**src/pkg/bgdio_pkg.sv**
```systemverilog
`default_nettype none
package bgdio_pkg;

    localparam int GROUP_W  = 8;
    localparam int GROUPS   = 2;
    localparam int LINES    = GROUP_W * GROUPS;

    // Split codes as software writes them.
    localparam logic [1:0] SPLIT_ALL_IN  = 2'h0;
    localparam logic [1:0] SPLIT_HALF    = 2'h1;
    localparam logic [1:0] SPLIT_ALL_OUT = 2'h2;
    localparam logic [1:0] SPLIT_BAD     = 2'h3;

    // Group directions: bit 0 for lines 7:0, bit 1 for lines 15:8, 1 meaning output.
    localparam logic [GROUPS-1:0] DIR_ALL_IN  = 2'h0;
    localparam logic [GROUPS-1:0] DIR_HALF    = 2'h2;
    localparam logic [GROUPS-1:0] DIR_ALL_OUT = 2'h3;

    // Jumper level: 0 is position 1-2, 1 is position 2-3.
    localparam logic JUMPER_SOFT  = 1'b0;
    localparam logic JUMPER_FIXED = 1'b1;

    // In the fixed split, the top line of the output group carries the hold strobe.
    localparam int HOLD_BIT = GROUP_W - 1;

    localparam logic [GROUPS-1:0] DIR_RESET  = 2'h0;
    localparam logic [GROUPS-1:0] DIR_FIXED  = 2'h2;
    localparam logic [LINES-1:0]  DATA_RESET = 16'h0000;

    typedef enum logic [1:0] {
        BGDIO_SOFT,
        BGDIO_FIXED
    } bgdio_mode_t;

endpackage : bgdio_pkg
`default_nettype wire

```
**src/pkg/bgdio_dir_if.sv**
```systemverilog
`timescale 1ns/100ps
`default_nettype none
interface bgdio_dir_if;
    logic [1:0] split;
    logic       fixed;
    logic [1:0] grp_out;

    modport ctrl (output split, output fixed, input grp_out);
    modport dec  (input split, input fixed, output grp_out);
endinterface : bgdio_dir_if
`default_nettype wire

```
**src/bgdio_dir_dec.sv**
```systemverilog
`timescale 1ns/100ps
`default_nettype none
module bgdio_dir_dec (
    bgdio_dir_if.dec d
);
    // The group-level granularity is decided here, never per line.
    always_comb begin
        if (d.fixed) begin
            d.grp_out = bgdio_pkg::DIR_FIXED;
        end else begin
            case (d.split)
                bgdio_pkg::SPLIT_HALF:    d.grp_out = bgdio_pkg::DIR_HALF;
                bgdio_pkg::SPLIT_ALL_OUT: d.grp_out = bgdio_pkg::DIR_ALL_OUT;
                default:                  d.grp_out = bgdio_pkg::DIR_ALL_IN;
            endcase
        end
    end
endmodule : bgdio_dir_dec
`default_nettype wire

```
**src/bgdio_port.sv**
```systemverilog
`timescale 1ns/100ps
`default_nettype none
module bgdio_port (
    input  wire logic        clk_sys,
    input  wire logic        rst_b,
    input  wire logic        direction_mode_jumper,
    input  wire logic        cfg_wr,
    input  wire logic [1:0]  cfg_split,
    input  wire logic        data_wr,
    input  wire logic [15:0] data_wdata,
    input  wire logic        hold_strobe,
    input  wire logic [15:0] pin_in,
    output logic      [15:0] pin_out,
    output logic      [15:0] pin_oe,
    output logic      [15:0] data_rdata,
    output logic      [1:0]  dir_out
);
    logic [1:0]  split;
    logic [1:0]  next_split;
    logic [15:0] out_latch;
    logic [15:0] next_out_latch;
    logic [15:0] next_pin_out;
    logic [15:0] next_pin_oe;
    logic [15:0] next_rdata;
    logic [1:0]  next_dir_out;
    logic [1:0]  grp_out;
    logic        fixed_mode;

    bgdio_dir_if dif ();

    assign fixed_mode = (direction_mode_jumper == bgdio_pkg::JUMPER_FIXED);
    assign dif.split  = split;
    assign dif.fixed  = fixed_mode;
    assign grp_out    = dif.grp_out;

    bgdio_dir_dec u_dec (
        .d (dif.dec)
    );

    // One enable per line, copied from the direction bit of its group.
    function automatic logic [15:0] expand(input logic [1:0] g);
        expand = {{bgdio_pkg::GROUP_W{g[1]}}, {bgdio_pkg::GROUP_W{g[0]}}};
    endfunction : expand

    function automatic logic split_legal(input logic [1:0] code);
        split_legal = (code != bgdio_pkg::SPLIT_BAD);
    endfunction : split_legal

    // Output groups return the latch rather than the pin, so a line held down by a
    // short still reads back what software asked for.
    function automatic logic [15:0] read_back(input logic [15:0] pins,
                                              input logic [15:0] latch,
                                              input logic [1:0]  g);
        read_back = (pins & ~expand(g)) | (latch & expand(g));
    endfunction : read_back

    function automatic logic [15:0] drive_value(input logic [15:0] latch,
                                                input logic [1:0]  g,
                                                input logic        fixed_sel,
                                                input logic        strobe);
        drive_value = latch & expand(g);
        if (fixed_sel) begin
            drive_value[bgdio_pkg::GROUP_W + bgdio_pkg::HOLD_BIT] = strobe;
        end
    endfunction : drive_value

    // A refused code leaves the old split in place, so the groups never take a
    // direction pattern that the decoder does not know.
    always_comb begin
        next_split = split;
        if (cfg_wr && split_legal(cfg_split)) begin
            next_split = cfg_split;
        end
    end

    always_ff @(posedge clk_sys or negedge rst_b) begin
        if (!rst_b) begin
            split <= bgdio_pkg::SPLIT_ALL_IN;
        end else begin
            split <= next_split;
        end
    end

    // The latch is kept whole for input groups too: a later switch to output then
    // shows the last written value instead of a stale one.
    always_comb begin
        next_out_latch = out_latch;
        if (data_wr) begin
            next_out_latch = data_wdata;
        end
    end

    always_ff @(posedge clk_sys or negedge rst_b) begin
        if (!rst_b) begin
            out_latch <= bgdio_pkg::DATA_RESET;
        end else begin
            out_latch <= next_out_latch;
        end
    end

    // Drive and enable are registered together, so a line never shows new data
    // one cycle before its enable or the other way round.
    always_comb begin
        next_pin_oe  = expand(grp_out);
        next_pin_out = drive_value(out_latch, grp_out, fixed_mode, hold_strobe);
    end

    always_ff @(posedge clk_sys or negedge rst_b) begin
        if (!rst_b) begin
            pin_out <= bgdio_pkg::DATA_RESET;
            pin_oe  <= bgdio_pkg::DATA_RESET;
        end else begin
            pin_out <= next_pin_out;
            pin_oe  <= next_pin_oe;
        end
    end

    // Read-back samples the pins every cycle, so an input shows its level one edge later.
    always_comb begin
        next_rdata   = read_back(pin_in, out_latch, grp_out);
        next_dir_out = grp_out;
    end

    always_ff @(posedge clk_sys or negedge rst_b) begin
        if (!rst_b) begin
            data_rdata <= bgdio_pkg::DATA_RESET;
            dir_out    <= bgdio_pkg::DIR_RESET;
        end else begin
            data_rdata <= next_rdata;
            dir_out    <= next_dir_out;
        end
    end

    a_oe_group: assert property (@(posedge clk_sys) disable iff (!rst_b)
        (pin_oe[7:0] == 8'h00 || pin_oe[7:0] == 8'hff)
        && (pin_oe[15:8] == 8'h00 || pin_oe[15:8] == 8'hff))
        else $error("Output enables split inside a group.");

    a_in_reads: assert property (@(posedge clk_sys) disable iff (!rst_b)
        rst_b && !grp_out[0] |=> data_rdata[7:0] == $past(pin_in[7:0]))
        else $error("Input group read back wrong level.");

    a_out_drive: assert property (@(posedge clk_sys) disable iff (!rst_b)
        data_wr && !direction_mode_jumper && $stable(direction_mode_jumper) && grp_out[0]
        ##1 grp_out[0] |=> pin_out[7:0] == $past(data_wdata[7:0], 2))
        else $error("Output line did not follow written data.");

    a_soft_dir: assert property (@(posedge clk_sys) disable iff (!rst_b)
        !direction_mode_jumper && cfg_wr && cfg_split == 2'h2 ##1 !direction_mode_jumper
        |=> dir_out == 2'h3)
        else $error("Software direction not applied.");

    a_fixed_split: assert property (@(posedge clk_sys) disable iff (!rst_b)
        rst_b && direction_mode_jumper |=> pin_oe == 16'hff00
        && pin_out[15] == $past(hold_strobe))
        else $error("Fixed split or hold strobe wrong.");

    a_reset_in: assert property (@(posedge clk_sys)
        $rose(rst_b) && !direction_mode_jumper |=> pin_oe == 16'h0000)
        else $error("Lines not inputs after reset.");

    a_legal_split: assert property (@(posedge clk_sys) disable iff (!rst_b)
        dir_out != 2'h1)
        else $error("Illegal direction split.");

    a_no_drive_in: assert property (@(posedge clk_sys) disable iff (!rst_b)
        !grp_out[1] |=> pin_oe[15:8] == 8'h00)
        else $error("Input group driven.");

    a_no_drive_lo: assert property (@(posedge clk_sys) disable iff (!rst_b)
        !grp_out[0] |=> pin_oe[7:0] == 8'h00)
        else $error("Low input group driven.");

    a_refuse_code: assert property (@(posedge clk_sys) disable iff (!rst_b)
        cfg_wr && cfg_split == bgdio_pkg::SPLIT_BAD |=> $stable(split))
        else $error("Refused split code was taken.");

    a_all_in: assert property (@(posedge clk_sys) disable iff (!rst_b)
        !direction_mode_jumper && cfg_wr && cfg_split == bgdio_pkg::SPLIT_ALL_IN
        ##1 !direction_mode_jumper |=> dir_out == 2'h0)
        else $error("Sixteen-input split not applied.");

    a_half_split: assert property (@(posedge clk_sys) disable iff (!rst_b)
        !direction_mode_jumper && cfg_wr && cfg_split == bgdio_pkg::SPLIT_HALF
        ##1 !direction_mode_jumper |=> dir_out == 2'h2)
        else $error("Half split not applied.");

    a_fixed_dir: assert property (@(posedge clk_sys) disable iff (!rst_b)
        rst_b && direction_mode_jumper |=> dir_out == 2'h2)
        else $error("Fixed mode direction wrong.");

    a_hi_drive: assert property (@(posedge clk_sys) disable iff (!rst_b)
        data_wr && !direction_mode_jumper && grp_out[1]
        ##1 !direction_mode_jumper && grp_out[1] |=> pin_out[15:8] == $past(data_wdata[15:8], 2))
        else $error("Upper output lines did not follow written data.");

    a_hold_soft: assert property (@(posedge clk_sys) disable iff (!rst_b)
        !direction_mode_jumper && grp_out[1]
        |=> pin_out[15] == $past(out_latch[15]))
        else $error("Hold strobe reached line 15 outside fixed mode.");

    a_dir_match: assert property (@(posedge clk_sys) disable iff (!rst_b)
        pin_oe[0] == dir_out[0] && pin_oe[8] == dir_out[1])
        else $error("Enables disagree with group direction.");

    a_in_reads_hi: assert property (@(posedge clk_sys) disable iff (!rst_b)
        rst_b && !grp_out[1] |=> data_rdata[15:8] == $past(pin_in[15:8]))
        else $error("Upper input group read back wrong level.");

    a_latch_write: assert property (@(posedge clk_sys) disable iff (!rst_b)
        data_wr |=> out_latch == $past(data_wdata))
        else $error("Written data not held in the latch.");

endmodule : bgdio_port
`default_nettype wire

```
**config.mk**
```make
export PLATFORM = sky130hd
export DESIGN_NAME = bgdio_port
export DESIGN_NICKNAME = d
export VERILOG_FILES = /design/src/pkg/bgdio_pkg.sv /design/src/pkg/bgdio_dir_if.sv /design/src/bgdio_dir_dec.sv /design/src/bgdio_port.sv
export SDC_FILE = /design/constraint.sdc
export NUM_CORES = 1
export LEC_CHECK = 0
export BUFFER_PORTS_ARGS = -buffer_cell sky130_fd_sc_hd__buf_2
export CORE_MARGIN = 5
export CORE_UTILIZATION = 46
export CTS_BUF_LIST = sky130_fd_sc_hd__clkbuf_16
export DETAILED_ROUTE_END_ITERATION = 8
export PLACE_DENSITY = 0.77
export SLEW_MARGIN = 20
export SYNTH_ARGS = -nofsm -noshare
export SYNTH_HDL_FRONTEND = slang
export SYNTH_SLANG_ARGS = --single-unit
```
**constraint.sdc**
```tcl
create_clock -name clk_sys -period 1.75 [get_ports clk_sys]
set_input_delay 0.175 -clock clk_sys [delete_from_list [all_inputs] [get_ports clk_sys]]
set_output_delay 0.175 -clock clk_sys [all_outputs]
set_load 0.02 [all_outputs]
```
==> results.tsv <==
metric	value	unit
# port buffers	89	
initial DRC count	19	
post-DR wirelength/cell	13.7	um
overall power	2.82	mW
CP required	1.91	ns
Post-Syn Area	0.00202	mm2
fraction of layout instances using a drive strength above 1	62.5	%
post-synth top area cell	dfrtp_1	
clock slew seen by the registers of the worst setup and hold paths	0.06	ns
final hold vios	2	
post-synthesis sequential area ratio	64.4	%
Synth Instances	132	
routed wire length	3.57	mm
Slew @ Worst Pin	0.624	ns
Setup crit start	dif.split[0]	
DRC viols	0	
TritonCTS clock tree	done	
Root Driver	clkbuf_16	
I/O pins	90	
Clk Latency, worst-skew pair	0.28	ns
Leak	1.30	nW
first-pass GRT wire length	6.17	mm
fin crit share	79.8	%
max_slew headroom	58.4	%
vias	1167	
failing checks	hold timing	
vias in the first global route	1300	
Die ar.	0.00581	mm2
die width	76.3	um
register area	0.00130	mm2
diode count	0	
Multi-input gate area	536	um2
YS warnings	0	
post_cts resized	0	
max_cap viols	0	
RSZ-0062 raised after global routing	no	
Post-Syn Nets	173	
clock skew	0.00421	ns
most area-consuming cells after synthesis	dfrtp_1 (64%), mux2_2 (16%), buf_4 (5.9%)	
status	complete, but fails checks	
FF-to-FF Start	dif.split[0]	
Seq cells post-synth	52	
CP endpoint kind	register	
Power Density	1130	mW/mm2
die height	76.3	um
largest net degree at the start of global routing	53	
setup ws final	0.354	ns
Num CTS Buffers	5	
antenna viol nets, final	0	
worst hold slack	-0.00326	ns
drt pass-1 iters	2	
GPL Wtd Cong	0.721	
final slew viol count	0	
CP arrival	1.56	ns
Yosys top cell area share	64.4	%
GRT overflow	0	
Initial Utilization	47.0	%
placed cells	253	
final std cells w/o fill	260	
Core ar.	0.00429	mm2
distinct cell type count after synthesis	16	
H-tree Lvls	2	
Nets	249	
fillcell total	377	
Final min period	1.40	ns
crit path launch type	register	
via density per instance	4.49	
setup_tns	0	ns
Worst Path Max Fanout	16	
Synth Area per Inst	15.3	um2
worst-case clock buffer depth	2	
Max IR drop VDD	0.487	mV
Peak Freq	0.716	GHz
hold buffer count at CTS	0	
GR Util All Layers	13.3	%
setup violators final	0	
initial antenna violation count	0	
Placement Setup Slack	0.356	ns
setup bufs post-CTS	0	
hold crit path type	primary input to async pin	
WS Path Type	register to register	
FP Rows	24	
clk sinks	52	
Area growth syn-to-layout	24.0	%
## cell families after synthesis
kind of cell	after synthesis	synth area share (%)
compound gates	3	1.05
fa+ha+maj	1	0.619
buf+inv	24	9.05
flops	52	64.4
mux	32	18.4
simple gates	20	6.44
## stage by stage
stage	cell area, um2	utilization, %
5_1_grt	2500	58.3
6_report	2500	58.3
3_3_place_gp	2370	55.2
2_1_floorplan	2020	-
3_5_place_dp	2370	55.2
4_1_cts	2500	58.3
## path summary, 6_finish.rpt
kind | end | slack (ns) | cells after the start
worst max-delay path | data_rdata[12] | 0.35 | 4
worst min-delay path | out_latch[2] | -0.003 | 2
worst max register to register | data_rdata[12] | 0.35 | 4
worst min register to register | dif.split[0] | 0.49 | 1
max in group asynchronous | data_rdata[6] | 1.33 | 2
min in group clk_sys | data_rdata[4] | 0.12 | 2
## area by class of cell
cell class / count / area share (%)
repair buffers: 91 / 18.4
flip-flops and latches: 52 / 52.0
clock inverters: 2 / 0.350
well taps: 52 / 2.60
clock buffers: 5 / 5.00
multi-input cells: 56 / 21.4
inverters: 2 / 0.300
## Yosys cell counts
cell type,number
dfrtp_1,52
mux2_2,29
buf_4,16
and2_1,15
buf_6,4
mux2_4,3
buf_2,2
inv_1,2
nor2b_1,2
a21oi_1,1
a22o_1,1
ha_1,1
nand2b_1,1
nand2b_4,1
nor2_1,1
o21a_1,1
## sequential cells by signal, indices dropped and copies added, names as in the netlist
name and flops:
data_rdata 16, out_latch 16, pin_out 16, dif.split 2
dir_out 1, pin_oe 1
## metal layers
metal  wire length (um)  vias to the layer above  global-route usage, %  share of wire, %
met4                 51                        0                   5.24               1.4
li1                   -                      566                      -                 -
met5                  0                        -                      0                 0
met1               1200                      556                   12.8                34
met2               2020                       41                   24.9                57
met3                293                        4                   5.08               8.2
## worst max-delay path, cell delays in order (launching register included)
cell and delay, ns:
dfrtp_1 0.34, inv_1 0.05, ha_1 0.34, nand2b_4 0.19, mux2_2 0.36
## where the power goes
group,leakage (nW),internal [mW],switching (mW)
combinational,0.600,0.231,0.312
sequential,0.630,1.33,0.0522
clock,0.0709,0.514,0.379
## cells in the final DEF (no fill, tap or decap)
cell / count
buf_2: 89
dfrtp_1: 52
mux2_2: 29
and2_1: 15
clkbuf_16: 5
mux2_4: 3
inv_1: 3
nor2b_1: 2
buf_4: 2
nand2b_4: 1
nor2_1: 1
a22o_1: 1
nand2b_1: 1
o21a_1: 1
a21oi_1: 1
ha_1: 1
clkinv_2: 1
Power figures use the tool's default switching activity.
